**config.mk**
```make
export PLATFORM = sky130hd
export DESIGN_NAME = lns_lin_setup
export DESIGN_NICKNAME = d
export VERILOG_FILES = /design/src/common/lns_pkg.sv /design/src/rtl/lns_lin_setup.sv
export SDC_FILE = /design/constraint.sdc
export NUM_CORES = 1
export LEC_CHECK = 0
export BUFFER_PORTS_ARGS = -buffer_cell sky130_fd_sc_hd__buf_2
export CORE_MARGIN = 4
export CORE_UTILIZATION = 45
export CTS_BUF_LIST = sky130_fd_sc_hd__clkbuf_4 sky130_fd_sc_hd__clkbuf_8
export DETAILED_ROUTE_END_ITERATION = 10
export PLACE_DENSITY = 0.66
export SETUP_SLACK_MARGIN = 0.4
export SLEW_MARGIN = 30
export SYNTH_ARGS = -nofsm -noshare
export SYNTH_HDL_FRONTEND = slang
export SYNTH_SLANG_ARGS = --single-unit
```
**constraint.sdc**
```tcl
create_clock -name aclk -period 7.5 [get_ports aclk]
set_input_delay 1.5 -clock aclk [delete_from_list [all_inputs] [get_ports aclk]]
set_output_delay 1.5 -clock aclk [all_outputs]
set_load 0.02 [all_outputs]
```
**src/common/lns_pkg.sv**
```systemverilog
package lns_pkg;
   // ----------------------------------------
   // Direct register byte offsets
   // ----------------------------------------
   localparam int         AXI_AW     = 8;
   localparam logic [7:0] OFF_CTRL   = 8'h00;
   localparam logic [7:0] OFF_IADDR  = 8'h04;
   localparam logic [7:0] OFF_IDATA  = 8'h08;
   localparam int         CTRL_MASTER_BIT = 6;
   localparam int         CTRL_AUTO_BIT   = 5;
   // ----------------------------------------
   // Indirect register indices
   // ----------------------------------------
   localparam logic [7:0] IDX_DIVL   = 8'h00;
   localparam logic [7:0] IDX_MULT   = 8'h01;
   localparam logic [7:0] IDX_CFG    = 8'h02;
   localparam logic [7:0] IDX_STS    = 8'h03;
   localparam logic [7:0] IDX_MSK    = 8'h04;
   localparam logic [7:0] IDX_STATE  = 8'h05;
   localparam logic [7:0] IDX_PID    = 8'h06;
   localparam logic [7:0] IDX_DATA   = 8'h07;
   localparam logic [7:0] IDX_CKSUM  = 8'h08;
   // ----------------------------------------
   // Field positions
   // ----------------------------------------
   localparam int MULT_PRE_LO  = 6;
   localparam int MULT_MUL_LO  = 1;
   localparam int MULT_DIV8    = 0;
   localparam int CFG_ENH_BIT  = 0;
   localparam int CFG_RUN_BIT  = 1;
   localparam int EV_TICK      = 0;
   localparam int EV_RX        = 1;
   localparam int EV_CFG       = 2;
   localparam int EV_N         = 3;
   // ----------------------------------------
   // Reset values and limits
   // ----------------------------------------
   localparam logic [8:0] DIV_MIN    = 9'h0C8;
   localparam logic [8:0] DIV_RST    = 9'h0C8;
   localparam logic [1:0] PRE_RST    = 2'h0;
   localparam logic [4:0] MUL_RST    = 5'h00;
   localparam logic [1:0] RESP_OKAY  = 2'h0;
   localparam logic [1:0] RESP_SLVERR = 2'h2;
   localparam int         CLK_MHZ    = 100;
   localparam int         MIN_SYSTEM_CLOCK_MHZ = 8;
endpackage

```
**src/rtl/lns_lin_setup.sv**
```systemverilog
`timescale 1ns/1ps
module lns_lin_setup (
   input  wire logic        aclk,
   input  wire logic        aresetn,
   input  wire logic        ce,
   input  wire logic [7:0]  s_axi_awaddr,
   input  wire logic        s_axi_awvalid,
   output logic             s_axi_awready,
   input  wire logic [31:0] s_axi_wdata,
   input  wire logic [3:0]  s_axi_wstrb,
   input  wire logic        s_axi_wvalid,
   output logic             s_axi_wready,
   output logic [1:0]       s_axi_bresp,
   output logic             s_axi_bvalid,
   input  wire logic        s_axi_bready,
   input  wire logic [7:0]  s_axi_araddr,
   input  wire logic        s_axi_arvalid,
   output logic             s_axi_arready,
   output logic [31:0]      s_axi_rdata,
   output logic [1:0]       s_axi_rresp,
   output logic             s_axi_rvalid,
   input  wire logic        s_axi_rready,
   input  wire logic        lin_rx,
   output logic             baud_tick,
   output logic             node_master,
   output logic             auto_baud_select,
   output logic             cksum_enhanced,
   output logic             irq
);
   // ----------------------------------------
   // State
   // ----------------------------------------
   typedef struct packed {
      logic                          mode_master;
      logic                          mode_auto;
      logic [7:0]                    ind_addr;
      logic [8:0]                    div;
      logic [1:0]                    pre;
      logic [4:0]                    mul;
      logic                          enh;
      logic                          run;
      logic [lns_pkg::EV_N-1:0]      sts;
      logic [lns_pkg::EV_N-1:0]      msk;
      logic [7:0]                    ck_sum;
      logic                          aw_got;
      logic                          w_got;
      logic [7:0]                    waddr;
      logic [31:0]                   wdata;
      logic [3:0]                    wstrb;
      logic                          aw_rdy;
      logic                          w_rdy;
      logic                          bvalid;
      logic [1:0]                    bresp;
      logic                          ar_rdy;
      logic                          rvalid;
      logic [31:0]                   rdata;
      logic [1:0]                    rresp;
      logic [3:0]                    pc;
      logic [8:0]                    dc;
      logic [4:0]                    mc;
      logic                          tick;
      logic                          rx_s1;
      logic                          rx_s2;
      logic                          rx_s3;
      logic                          rx_lvl;
      logic                          irq;
   } lns_state_t;

   lns_state_t q_r;
   lns_state_t q_nxt;
   logic       wr_fire;
   logic [7:0] ind_val;

   // ----------------------------------------
   // Helpers
   // ----------------------------------------
   function automatic logic [7:0] lns_ckadd(input logic [7:0] a, input logic [7:0] b);
      logic [8:0] s;
      s = {1'b0, a} + {1'b0, b};
      return s[7:0] + {7'h00, s[8]};
   endfunction

   function automatic logic [8:0] lns_clamp_div(input logic [8:0] v);
      return (v < lns_pkg::DIV_MIN) ? lns_pkg::DIV_MIN : v;
   endfunction

   function automatic logic [7:0] lns_ind_read(input lns_state_t s);
      logic [7:0] v;
      v = 8'h00;
      if (s.ind_addr == lns_pkg::IDX_DIVL) begin
         v = s.div[7:0];
      end else if (s.ind_addr == lns_pkg::IDX_MULT) begin
         v = {s.pre, s.mul, s.div[8]};
      end else if (s.ind_addr == lns_pkg::IDX_CFG) begin
         v = {6'h00, s.run, s.enh};
      end else if (s.ind_addr == lns_pkg::IDX_STS) begin
         v = {5'h00, s.sts};
      end else if (s.ind_addr == lns_pkg::IDX_MSK) begin
         v = {5'h00, s.msk};
      end else if (s.ind_addr == lns_pkg::IDX_STATE) begin
         v = {4'h0, s.rx_lvl, s.run, s.mode_auto & ~s.mode_master, s.mode_master};
      end else if (s.ind_addr == lns_pkg::IDX_CKSUM) begin
         v = ~s.ck_sum;
      end
      return v;
   endfunction

   assign wr_fire = q_r.aw_got && q_r.w_got && !q_r.bvalid;
   assign ind_val = lns_ind_read(q_r);

   // ----------------------------------------
   // Next state
   // ----------------------------------------
   always_comb begin
      logic       baud_on;
      logic [3:0] pre_lim;
      logic [7:0] wb;
      logic       rx_fall;
      q_nxt   = q_r;
      rx_fall = 1'b0;
      baud_on = 1'b0;
      pre_lim = 4'h0;
      wb      = q_r.wdata[7:0];
      q_nxt.tick = 1'b0;

      // Bus line filter: first stage feeds only the second
      q_nxt.rx_s1 = lin_rx;
      q_nxt.rx_s2 = q_r.rx_s1;
      q_nxt.rx_s3 = q_r.rx_s2;
      if (q_r.rx_s2 == q_r.rx_s3 && q_r.rx_s3 != q_r.rx_lvl) begin
         q_nxt.rx_lvl = q_r.rx_s3;
         rx_fall      = !q_r.rx_s3;
      end

      // Write address and data, in either order
      if (q_r.aw_rdy && s_axi_awvalid) begin
         q_nxt.aw_got = 1'b1;
         q_nxt.waddr  = s_axi_awaddr;
      end
      if (q_r.w_rdy && s_axi_wvalid) begin
         q_nxt.w_got = 1'b1;
         q_nxt.wdata = s_axi_wdata;
         q_nxt.wstrb = s_axi_wstrb;
      end
      if (q_r.bvalid && s_axi_bready) begin
         q_nxt.bvalid = 1'b0;
      end
      if (wr_fire) begin
         q_nxt.aw_got = 1'b0;
         q_nxt.w_got  = 1'b0;
         q_nxt.bvalid = 1'b1;
         q_nxt.bresp  = lns_pkg::RESP_OKAY;
         if (q_r.waddr == lns_pkg::OFF_CTRL) begin
            if (q_r.wstrb[0]) begin
               q_nxt.mode_master = wb[lns_pkg::CTRL_MASTER_BIT];
               q_nxt.mode_auto   = wb[lns_pkg::CTRL_AUTO_BIT];
               // Autobaud on a master is flagged; the generator ignores it, but auto_baud_select still shows it
               if (wb[lns_pkg::CTRL_MASTER_BIT] && wb[lns_pkg::CTRL_AUTO_BIT]) begin
                  q_nxt.sts[lns_pkg::EV_CFG] = 1'b1;
               end
            end
         end else if (q_r.waddr == lns_pkg::OFF_IADDR) begin
            if (q_r.wstrb[0]) begin
               q_nxt.ind_addr = wb;
            end
         end else if (q_r.waddr == lns_pkg::OFF_IDATA) begin
            // Data port acts on selected register
            if (q_r.wstrb[0]) begin
               if (q_r.ind_addr == lns_pkg::IDX_DIVL) begin
                  // Divider held at 200 or above
                  q_nxt.div = lns_clamp_div({q_r.div[8], wb});
               end else if (q_r.ind_addr == lns_pkg::IDX_MULT) begin
                  q_nxt.pre = wb[lns_pkg::MULT_PRE_LO +: 2];
                  q_nxt.mul = wb[lns_pkg::MULT_MUL_LO +: 5];
                  q_nxt.div = lns_clamp_div({wb[lns_pkg::MULT_DIV8], q_r.div[7:0]});
               end else if (q_r.ind_addr == lns_pkg::IDX_CFG) begin
                  q_nxt.enh = wb[lns_pkg::CFG_ENH_BIT];
                  q_nxt.run = wb[lns_pkg::CFG_RUN_BIT];
               end else if (q_r.ind_addr == lns_pkg::IDX_STS) begin
                  // Clear by one; events set further down still win
                  q_nxt.sts = q_nxt.sts & ~wb[lns_pkg::EV_N-1:0];
               end else if (q_r.ind_addr == lns_pkg::IDX_MSK) begin
                  q_nxt.msk = wb[lns_pkg::EV_N-1:0];
               end else if (q_r.ind_addr == lns_pkg::IDX_PID) begin
                  // Enhanced sum starts with the identifier
                  q_nxt.ck_sum = q_r.enh ? lns_ckadd(8'h00, wb) : 8'h00;
               end else if (q_r.ind_addr == lns_pkg::IDX_DATA) begin
                  q_nxt.ck_sum = lns_ckadd(q_r.ck_sum, wb);
               end
            end
         end else begin
            q_nxt.bresp = lns_pkg::RESP_SLVERR;
         end
      end

      // Read channel
      if (q_r.rvalid && s_axi_rready) begin
         q_nxt.rvalid = 1'b0;
      end
      if (q_r.ar_rdy && s_axi_arvalid) begin
         q_nxt.rvalid = 1'b1;
         q_nxt.rresp  = lns_pkg::RESP_OKAY;
         q_nxt.rdata  = 32'h0000_0000;
         if (s_axi_araddr == lns_pkg::OFF_CTRL) begin
            q_nxt.rdata[lns_pkg::CTRL_MASTER_BIT] = q_r.mode_master;
            q_nxt.rdata[lns_pkg::CTRL_AUTO_BIT]   = q_r.mode_auto;
         end else if (s_axi_araddr == lns_pkg::OFF_IADDR) begin
            q_nxt.rdata[7:0] = q_r.ind_addr;
         end else if (s_axi_araddr == lns_pkg::OFF_IDATA) begin
            q_nxt.rdata[7:0] = ind_val;
         end else begin
            q_nxt.rresp = lns_pkg::RESP_SLVERR;
         end
      end

      // Manual generator idles while a slave runs autobaud
      baud_on = q_r.run && (q_r.mode_master || !q_r.mode_auto);
      pre_lim = 4'((5'h02 << q_r.pre) - 5'h01);
      if (baud_on) begin
         q_nxt.pc = q_r.pc + 4'h1;
         if (q_r.pc >= pre_lim) begin
            q_nxt.pc = 4'h0;
            q_nxt.dc = q_r.dc + 9'h001;
            if (q_r.dc >= q_r.div - 9'h001) begin
               q_nxt.dc = 9'h000;
               q_nxt.mc = q_r.mc + 5'h01;
               if (q_r.mc >= q_r.mul) begin
                  q_nxt.mc   = 5'h00;
                  q_nxt.tick = 1'b1;
                  q_nxt.sts[lns_pkg::EV_TICK] = 1'b1;
               end
            end
         end
      end else begin
         q_nxt.pc = 4'h0;
         q_nxt.dc = 9'h000;
         q_nxt.mc = 5'h00;
      end

      // Bus activity flag, after the clear so a set wins
      if (rx_fall) begin
         q_nxt.sts[lns_pkg::EV_RX] = 1'b1;
      end

      q_nxt.aw_rdy = !q_nxt.aw_got && !q_nxt.bvalid;
      q_nxt.w_rdy  = !q_nxt.w_got && !q_nxt.bvalid;
      q_nxt.ar_rdy = !q_nxt.rvalid;
      q_nxt.irq    = |(q_nxt.sts & q_nxt.msk);
   end

   always_ff @(posedge aclk) begin
      if (!aresetn) begin
         q_r        <= '0;
         q_r.div    <= lns_pkg::DIV_RST;
         q_r.pre    <= lns_pkg::PRE_RST;
         q_r.mul    <= lns_pkg::MUL_RST;
         q_r.rx_s1  <= 1'b1;
         q_r.rx_s2  <= 1'b1;
         q_r.rx_s3  <= 1'b1;
         q_r.rx_lvl <= 1'b1;
      end else if (ce) begin
         q_r <= q_nxt;
      end
   end

   // ----------------------------------------
   // Outputs
   // ----------------------------------------
   assign s_axi_awready    = q_r.aw_rdy;
   assign s_axi_wready     = q_r.w_rdy;
   assign s_axi_bvalid     = q_r.bvalid;
   assign s_axi_bresp      = q_r.bresp;
   assign s_axi_arready    = q_r.ar_rdy;
   assign s_axi_rvalid     = q_r.rvalid;
   assign s_axi_rdata      = q_r.rdata;
   assign s_axi_rresp      = q_r.rresp;
   assign baud_tick        = q_r.tick;
   // Role straight from the mode bit
   assign node_master      = q_r.mode_master;
   assign auto_baud_select = q_r.mode_auto;
   assign cksum_enhanced   = q_r.enh;
   assign irq              = q_r.irq;

   // ----------------------------------------
   // Checks
   // ----------------------------------------
   logic [31:0] gap_r;
   logic        gap_ok_r;
   logic [31:0] period;
   assign period = (32'h0000_0002 << q_r.pre) * {23'h00_0000, q_r.div}
                   * ({27'h000_0000, q_r.mul} + 32'h0000_0001);

   always_ff @(posedge aclk) begin
      if (!aresetn) begin
         gap_r    <= 32'h0000_0000;
         gap_ok_r <= 1'b0;
      end else if (ce) begin
         gap_r    <= q_r.tick ? 32'h0000_0001 : gap_r + 32'h0000_0001;
         if (wr_fire || !q_r.run) begin
            gap_ok_r <= 1'b0;
         end else if (q_r.tick) begin
            gap_ok_r <= 1'b1;
         end
      end
   end
endmodule

```
==> flow_summary.json, run 1 <==
{
  "ys_warn_count": 0,
  "hpwlAfterDp_um": 10970,
  "rsz0062_at_grt": "false",
  "grt_max_degree": 44,
  "finalHoldViolCount": 0,
  "syn2layout_area_growth_pct": 5.683,
  "cts_tree": "built",
  "postCtsHoldBufs": 0,
  "clk_path_buf_depth": 2,
  "syn_area_um2": 6032,
  "firstDrtPassIters": 5,
  "rows": 42,
  "coreArea_um2": 13190,
  "cts_root_buf": "clkbuf_8",
  "worstPathRequired_ns": 7.79,
  "endpoint_kind": "flop",
  "layout-drive-gt1-share_pct": 12.42,
  "start_kind": "flop",
  "yosysTopAreaCellShare_pct": 33.19,
  "arrival_ns": 3.80,
  "nFillCells": 1331,
  "postSynthCellCount": 747,
  "finalSetupViolCount": 0,
  "status": "completed",
  "synth_flop_cell": "dfxtp_1",
  "numCtsBuffers": 9,
  "power_density_nw_per_um2": 152.2,
  "seq_area_um2": 2002,
  "final_util_pct": 48.33,
  "die_height_um": 123.8,
  "clk_latency_ns": 0.39,
  "antenna_found_initial": 0,
  "htreeDepth": 3,
  "fmax_mhz": 285.3,
  "worst_pin_slew_ns": 1.014,
  "async_reset_ff_share_pct": 0,
  "viasPerCell": 5.567,
  "synth_common_cells": "dfxtp_1 (100), nand2_1 (86), nor2_1 (78)",
  "grt_pass1_wl_um": 24120,
  "routabilityCongestion": 0.8741,
  "min_period_over_period_pct": 46.74,
  "yosysTopAreaCell": "dfxtp_1",
  "place_ws_ns": 3.645,
  "dieArea_um2": 15320,
  "ir_worst_vdd_mv": 0.1046,
  "nets": 861,
  "numPortBuffers": 53,
  "die_x_um": 123.8,
  "clock_skew_ns": 0.01520,
  "start_util_pct": 45.73,
  "routedWlPerCell_um": 15.65,
  "hold_slack_ns": 0.4630,
  "avgSynthCellArea_um2": 8.075,
  "vias": 5283,
  "drt-total-wl_um": 14850,
  "synth_most_common_cell": "dfxtp_1",
  "slew_viol_final": 0,
  "synth_cell_type_count": 78,
  "overflow": 0,
  "post-cts-setup-buffers": 0,
  "maxCapViolCount": 0,
  "drc_errors": 0,
  "yosysSeqAreaShare_pct": 33.19,
  "worstSetupPathType": "flop to flop",
  "regMostFlops": "q_r",
  "path_clk_slew_ns": 0.09,
  "largest_reg_flops": 78,
  "antenna_cells": 0,
  "grt_pass1_vias": 4923,
  "multi_input_area_um2": 3607,
  "cts_resized": 0,
  "ys_top_cells_by_area": "dfxtp_1 (33%), ha_1 (6.4%), a21oi_1 (5.9%), nand2_1 (5.4%), nor2_1 (4.9%)",
  "maxSlewHeadroom_pct": 31.80,
  "fin_ws_ns": 3.995,
  "ys_seq_elements": 100,
  "hp-class": "flop to flop",
  "p_total_uw": 970.2,
  "boundaryPins": 107,
  "crit_fanout": 12,
  "ant_nets": 0,
  "p_leak_uw": 0.002558,
  "synth_edf_count": 0,
  "dr.first_iter.drc_count": 434,
  "grtUsageTotal_pct": 19.89,
  "finalCriticalPeriod_ns": 3.505,
  "fin_tns_setup_ns": 0,
  "clock-sinks": 100
}
## stage by stage
step / area, um^2 / cells
floorplan: 6126 / 772
global placement: 6171 / 933
detailed placement: 6171 / 933
CTS: 6369 / 949
global route: 6375 / 949
finish: 6375 / 949
## final timing paths
path	start	endpoint	slack [ns]	cells after the start
worst max-delay path	q_r[69]$_SDFFE_PN0P_	q_r[117]$_SDFFE_PN0P_	3.99	15
worst max register to register	q_r[69]$_SDFFE_PN0P_	q_r[117]$_SDFFE_PN0P_	3.99	15
worst min-delay path	q_r[108]$_SDFFE_PN0P_	q_r[108]$_SDFFE_PN0P_	0.46	2
worst min register to register	q_r[108]$_SDFFE_PN0P_	q_r[108]$_SDFFE_PN0P_	0.46	2
## kinds of logic after synthesis
logic type	synth area share, %
fa+ha+maj	6.762
mux	4.169
compound gates	17.61
xor+xnor	3.775
flops	33.19
simple gates	25.76
other cells	0.06217
buf+inv	8.670
## per-layer routing
metal / share of wire (%) / up-vias / global-route usage [%]
li1: - / 2621 / -
met1: 44 / 2456 / 26.21
met2: 46 / 177 / 31.56
met3: 7.6 / 29 / 5.404
met4: 2.4 / 0 / 6.505
met5: 0 / - / 0
## worst max-delay path, cell delays in order, from the launching register on
cell and delay (ns):
dfxtp_1 0.49, ha_1 0.33, fa_1 0.43, a211oi_1 0.26
o21ai_0 0.13, a21oi_1 0.23, nor2b_1 0.07, o21ai_0 0.19
nand2b_1 0.09, ha_1 0.21, ha_1 0.19, and2_1 0.17
nand4_1 0.12, xnor2_1 0.13, nor2_1 0.07, o41ai_2 0.30
## report_power, final
part | switching [uW] | internal (uW) | leakage [uW]
clock network | 199 | 156 | 0.000100
logic | 48.9 | 21.4 | 0.00165
registers | 8.39 | 537 | 0.000808
total | 256 | 714 | 0.00256
## layout make-up
class | count | area share, %
Timing Repair Buffer | 55 | 4.396
Inverter | 18 | 1.060
Clock buffer | 9 | 1.943
Clock inverter | 7 | 1.158
Sequential cell | 100 | 31.40
Multi-Input combinational cell | 584 | 56.58
Tap cell | 176 | 3.454
## placed cells by master (no fill, tap or decap), drive strengths merged, types with 4 or more instances in the layout
master | netlist | layout
nand3b | 4 | 4
xor2 | 13 | 13
ha | 31 | 31
and2 | 4 | 4
inv | 18 | 20
nand4 | 6 | 6
nand2b | 20 | 20
mux2i | 24 | 24
a31oi | 9 | 9
nor2 | 80 | 80
nor3b | 5 | 5
nor3 | 19 | 19
dfxtp | 100 | 100
nand3 | 44 | 44
or4 | 4 | 4
nand2 | 86 | 86
a22oi | 11 | 11
o21ai | 26 | 26
buf | 45 | 55
a211oi | 4 | 4
nor4 | 5 | 5
o22ai | 7 | 7
clkbuf | 25 | 9
nor2b | 7 | 7
o21a | 7 | 7
and3 | 10 | 10
or3 | 5 | 5
xnor2 | 13 | 13
conb | 1 | 26
a21oi | 71 | 71
No activity file was read; power rests on OpenSTA's default activity.
==> inputs of run 2 (changes only) <==
Settings changed: ABC_AREA from default to 1.
Clock period 7.5 ns to 3.5 ns, I/O delays scaled along.
==> run 2 against run 1 <==
Against the previous run:
- clock skew is 0.0017 ns lower
- first-iteration DRC count fell by 18%
- global-route usage is 0.26 points lower
- power up 120%
- synthesized area rose by 2.8%
- fmax up 26%
- clock-buffer cell count unchanged
- core utilization increased by 1.2 points
- highest routed layer unchanged
==> flow_summary.json, run 2 <==
{
  "grt_pass1_wl_um": 25000,
  "r2r_start": "q_r[134]$_SDFFE_PN0P_",
  "cpMostUsedCell": "nor2_1",
  "final_util_pct": 49.55,
  "synth_edf_count": 0,
  "startpoint": "q_r[134]$_SDFFE_PN0P_",
  "internal_power_uw": 1501,
  "worst_pin_slew_ns": 0.8867,
  "syn_area_um2": 6200,
  "rows": 42,
  "synth_flop_cell": "dfxtp_1",
  "postCtsHoldBufs": 0,
  "avgSynthCellArea_um2": 7.151,
  "regMostFlops": "q_r",
  "die_height_um": 125.4,
  "p_total_uw": 2119,
  "endpoint_kind": "flop",
  "layout-drive-gt1-share_pct": 13.09,
  "ys_seq_elements": 100,
  "ant_nets": 0,
  "postSynthCellCount": 867,
  "cts_resized": 0,
  "worstSetupPathType": "flop to flop",
  "seq_area_um2": 2002,
  "slowest_stage": "dfxtp_1",
  "firstDrtPassIters": 5,
  "status": "completed",
  "boundaryPins": 107,
  "dieArea_um2": 15720,
  "p_switching_uw": 617.8,
  "cts_root_buf": "clkbuf_8",
  "clockPowerShare_pct": 34.3,
  "multi_input_area_um2": 3480,
  "largest_reg_flops": 78,
  "seq_power_share_pct": 55.8,
  "switching_share_pct": 29.15,
  "die_x_um": 125.4,
  "arrival_ns": 3.10,
  "fin_tns_setup_ns": 0,
  "cts_tree": "built",
  "vias": 5636,
  "synth_most_common_cell": "nand2_1",
  "clk_path_buf_depth": 2,
  "grtUsageTotal_pct": 19.63,
  "hp-class": "flop to flop",
  "clk_latency_ns": 0.39,
  "r2r_end": "q_r[15]$_SDFFE_PN0P_",
  "routedWlPerCell_um": 14.50,
  "drc_errors": 0,
  "finalSetupViolCount": 0,
  "hp-start": "q_r[107]$_SDFFE_PN0P_",
  "hold_path_depth": 2,
  "clock_skew_ns": 0.01353,
  "hpwlAfterDp_um": 12040,
  "ys_warn_count": 0,
  "routabilityCongestion": 0.9067,
  "htreeDepth": 3,
  "post-cts-setup-buffers": 0,
  "rrSetupSlack_ns": 0.73,
  "hold_end": "q_r[107]$_SDFFE_PN0P_",
  "syn2layout_area_growth_pct": 6.680,
  "crit_chain": "inv_1, ha_1, nand3_1, nor3_1, xor2_1, ha_1, a21oi_1, o21a_1, nand4_1, nor2_1, nor2_1, buf_4, inv_1, nand2_1, nor2_1",
  "yosysSeqAreaShare_pct": 32.29,
  "clock-sinks": 100,
  "start_util_pct": 46.45,
  "maxCapViolCount": 0,
  "nFillCells": 1387,
  "slew_viol_final": 0,
  "grt_max_degree": 61,
  "min_period_over_period_pct": 79.28,
  "dr.first_iter.drc_count": 356,
  "numPortBuffers": 53,
  "most-common-layout-cells": "nand2_1 (149), dfxtp_1 (100), a21oi_1 (98)",
  "start_kind": "flop",
  "yosysTopAreaCell": "dfxtp_1",
  "synth_cell_type_count": 53,
  "antenna_cells": 0,
  "pwr-share-comb_pct": 9.9,
  "worstPathRequired_ns": 3.82,
  "async_reset_ff_share_pct": 0,
  "finalCriticalPeriod_ns": 2.775,
  "numCtsBuffers": 9,
  "finalHoldViolCount": 0,
  "final_common_cell": "nand2_1",
  "p_leak_uw": 0.002823,
  "ys_top_cells_by_area": "dfxtp_1 (32%), nand2_1 (9.0%), a21oi_1 (7.9%), ha_1 (6.3%), inv_1 (5.7%)",
  "r2r_cells": 15,
  "grt_pass1_vias": 4975,
  "ir_worst_vdd_mv": 0.1894,
  "path_clk_slew_ns": 0.11,
  "fmax_mhz": 360.4,
  "crit_fanout": 7,
  "antenna_found_initial": 0,
  "power_density_nw_per_um2": 320.4,
  "synth_common_cells": "nand2_1 (149), dfxtp_1 (100), a21oi_1 (98)",
  "drt-total-wl_um": 15740,
  "coreArea_um2": 13350,
  "slowest_delay_ns": 0.31,
  "viasPerCell": 5.194,
  "maxSlewHeadroom_pct": 40.52,
  "nets": 997,
  "rsz0062_at_grt": "false",
  "yosysTopAreaCellShare_pct": 32.29,
  "overflow": 0
}
run 2: cell count changes in the layout (fill, tap and decap cells not counted), sizes merged, moves of 7 or more:
cell	change
nand4	+11
xnor2	-9
inv	+87
nand2b	-20
a21oi	+27
a211oi	+11
a31oi	-8
nand3	+12
o21ai	+50
a22oi	-11
and3	-9
mux2i	-24
nor2b	-7
nand2	+70
run 2: power groups by stage:
stage                     logic [uW]  registers (uW)  clock network [uW]
after global routing             237            1190                 783
after floorplan                  162            1210                   0
final                            209            1180                 727
after detailed placement         209            1210                   0
after global placement           206            1210                   0
after CTS                        209            1180                 754
run 2: cells by family (layout without fill, tap and decap cells):
| group | after synthesis | after routing | share of synthesized area (%) |
|---|---|---|---|
| buffers and inverters | 163 | 180 | 13.10 |
| other | 1 | 26 | 0.06049 |
| AO/OA/AOI/OAI | 210 | 210 | 18.99 |
| AND/OR/NAND/NOR | 343 | 343 | 26.44 |
| adder cells (fa/ha/maj) | 32 | 32 | 6.579 |
| XOR/XNOR | 18 | 18 | 2.543 |
| flip-flops | 100 | 100 | 32.29 |
run 2: worst max-delay path, delay by kind of cell (launching register included):
family / cells / cell delay, ns
AND/OR/NAND/NOR: 7 / 0.98
flip-flops: 1 / 0.31
adder cells (fa/ha/maj): 2 / 0.50
XOR/XNOR: 1 / 0.17
buffers and inverters: 3 / 0.45
AO/OA/AOI/OAI: 2 / 0.29
run 2: how the worst max path moves through the flow:
stage	end	slack, ns	depth (start not counted)
detailed placement	q_r[15]$_SDFFE_PN0P_	0.68	15
CTS	q_r[15]$_SDFFE_PN0P_	0.68	15
global route	q_r[15]$_SDFFE_PN0P_	0.42	16
finish	q_r[15]$_SDFFE_PN0P_	0.73	15
global placement	q_r[117]$_SDFFE_PN0P_	0.74	14
floorplan	q_r[8]$_SDFFE_PN0P_	1.12	15
run 2: area by class of cell:
| class | count | share of cell area [%] |
|---|---|---|
| clock buffer | 9 | 1.873 |
| clock inverter | 7 | 0.9837 |
| inverter | 104 | 6.129 |
| multi-input combinational | 629 | 52.61 |
| sequential | 100 | 30.27 |
| tap | 176 | 3.330 |
| timing repair buffer | 60 | 4.805 |
run 2: through the flow:
step | area, um^2 | hold slack, ns | std cells | setup slack [ns]
after global placement | 6425 | 0.4355 | 1069 | 0.7450
after detailed placement | 6425 | 0.4407 | 1069 | 0.6792
final | 6614 | 0.4538 | 1085 | 0.7254
after CTS | 6614 | 0.4566 | 1085 | 0.6777
after global routing | 6614 | 0.4864 | 1085 | 0.4177
after floorplan | 6294 | 0.4236 | 892 | 1.117
run 2: per-layer routing:
layer | track usage (%) | vias up | part of all wire (%)
met2 | 34.13 | 126 | 49
met3 | 4.009 | 20 | 4.2
met5 | 0 | - | 0
met4 | 4.145 | 0 | 1.3
li1 | - | 2926 | -
met1 | 25.24 | 2564 | 45
==> inputs of run 3 (changes only) <==
Settings changed: ABC_AREA 1 to 0, PLACE_DENSITY 0.66 to 0.69.
Clock period 3.5 ns to 2.4 ns, I/O delays scaled along.
==> run 3 against run 2 <==
Against the previous run:
- highest routed layer unchanged
- critical path type unchanged
- critical path depth is the same
- the flow now finishes with violations (setup timing)
- non-clock buffer count up 79
- sequential share of layout area fell by 3.6 points
==> flow_summary.json, run 3 (same netlist as run 1, synthesis figures left out) <==
{
  "status": "complete, but fails checks",
  "violations": "setup timing",
  "start_kind": "flop",
  "p_leak_uw": 0.003109,
  "boundaryPins": 107,
  "use_met3_pct": 3.996,
  "use_met2_pct": 34.37,
  "vias": 5745,
  "clockPowerShare_pct": 37.4,
  "worstPathRequired_ns": 2.69,
  "largest_reg_flops": 78,
  "htreeDepth": 3,
  "drc_errors": 0,
  "pwr-share-comb_pct": 8.4,
  "most-common-layout-cells": "dfxtp_1 (87), nand2_1 (83), nor2_1 (70)",
  "finalSetupViolCount": 11,
  "layout-drive-gt1-share_pct": 32.52,
  "final_common_cell": "dfxtp_1",
  "startpoint": "q_r[111]$_SDFFE_PN0P_",
  "min_period_over_period_pct": 112.2,
  "grt_pass1_vias": 5124,
  "clock-sinks": 100,
  "antenna_cells": 0,
  "worst_pin_slew_ns": 0.6175,
  "path_clk_slew_ns": 0.11,
  "drt-total-wl_um": 16640,
  "dr.first_iter.drc_count": 436,
  "cts_tree": "built",
  "rsz0062_at_grt": "true",
  "overflow": 0,
  "slowest_stage": "fa_2",
  "coreArea_um2": 13190,
  "finalCriticalPeriod_ns": 2.692,
  "power_density_nw_per_um2": 409.4,
  "start_util_pct": 45.73,
  "cts_root_buf": "clkbuf_8",
  "fin_tns_setup_ns": -1.644,
  "grt_max_degree": 24,
  "die_x_um": 123.8,
  "maxCapViolCount": 0,
  "nets": 946,
  "grt_busiest_layer": "met2",
  "p_switching_uw": 844.3,
  "seq_power_share_pct": 54.2,
  "clk_path_buf_depth": 2,
  "internal_power_uw": 2274,
  "clk_latency_ns": 0.39,
  "numCtsBuffers": 9,
  "routabilityCongestion": 0.9780,
  "routedWlPerCell_um": 16.09,
  "regMostFlops": "q_r",
  "ant_nets": 0,
  "multi_input_area_um2": 4110,
  "numPortBuffers": 53,
  "crit_chain": "ha_4, fa_2, a211oi_2, o21ai_1, a21oi_2, nor2b_1, o21ai_1, nand2b_1, ha_2, ha_4, and2_4, nand4_1, xnor2_1, nor2_1, o41ai_2",
  "syn2layout_area_growth_pct": 26.28,
  "hpwlAfterDp_um": 11700,
  "slew_viol_final": 0,
  "ir_worst_vdd_mv": 0.3460,
  "worstSetupPathType": "flop to flop",
  "maxSlewHeadroom_pct": 58.40,
  "seq_area_um2": 2028,
  "finalHoldViolCount": 0,
  "rows": 42,
  "r2r_start": "q_r[111]$_SDFFE_PN0P_",
  "hp-start": "s_axi_awaddr[7]",
  "fmax_mhz": 371.5,
  "clock_skew_ns": 0.01657,
  "hp-class": "primary input to flop",
  "dpl-instance-area_um2": 6770,
  "arrival_ns": 2.98,
  "die_height_um": 123.8,
  "slowest_delay_ns": 0.37,
  "viasPerCell": 5.556,
  "crit_fanout": 3,
  "antenna_found_initial": 0,
  "hold_slack_ns": 0.3064,
  "fin_ws_ns": -0.2921,
  "use_met1_pct": 28.36,
  "dieArea_um2": 15320,
  "p_total_uw": 3118,
  "design_area_um2": 7617,
  "switching_share_pct": 27.08,
  "grt_pass1_wl_um": 25630,
  "endpoint_kind": "flop",
  "nFillCells": 1183,
  "firstDrtPassIters": 5,
  "grtUsageTotal_pct": 21.10
}
==> run 3: metrics by stage <==
step	cells	worst slack (ns)	util [%]
after floorplan	772	-0.1089	-
after global placement	994	-0.1698	51.33
after detailed placement	994	-0.2294	51.33
after CTS	1025	-0.2581	55.94
after global routing	1034	-0.4918	57.75
final	1034	-0.2921	57.75
==> run 3: final cells by class <==
class                           count  share of cell area (%)
Clock inverter                      7                   1.216
Tap cell                          176                   2.891
Clock buffer                        9                   1.626
Inverter                           18                  0.8870
Sequential cell                   100                   26.63
Timing Repair Buffer              139                   12.80
Multi-Input combinational cell    585                   53.96
==> run 3: repair_timing <==
item,CTS,global route
pin swaps,39,26
setup endpoints to repair,49,64
hold buffers,0,0
gates resized for setup,73,42
gates cloned,1,0
endpoints found under the hold margin,0,0
buffers inserted,14,9
==> run 3: power by group through the flow <==
stage          Sequential (uW)  Combinational [uW]  Clock [uW]
2_1_floorplan             1740                 196           0
3_3_place_gp              1730                 241           0
3_5_place_dp              1730                 243           0
4_1_cts                   1690                 255        1190
5_1_grt                   1690                 289        1250
6_report                  1690                 263        1170
==> run 3: layer usage <==
metal	wire [um]	part of all wire, %
met1	7134	43
met3	1053	6.3
met5	0	0
met2	7977	48
met4	476	2.9
==> run 3: path summary, 6_finish.rpt <==
kind,cells after the start,slack (ns),end
hold reg to reg,2,0.46,q_r[108]$_SDFFE_PN0P_
setup / recovery,15,-0.29,q_r[117]$_SDFFE_PN0P_
setup reg to reg,15,-0.29,q_r[117]$_SDFFE_PN0P_
hold / removal,3,0.31,q_r[108]$_SDFFE_PN0P_
==> run 3: critical path, delay by kind of cell, from the launching register on <==
kind            cells  cell delay [ns]
flops               1             0.36
xor+xnor            1             0.13
compound gates      5             0.77
simple gates        5             0.45
fa+ha+maj           4             0.87
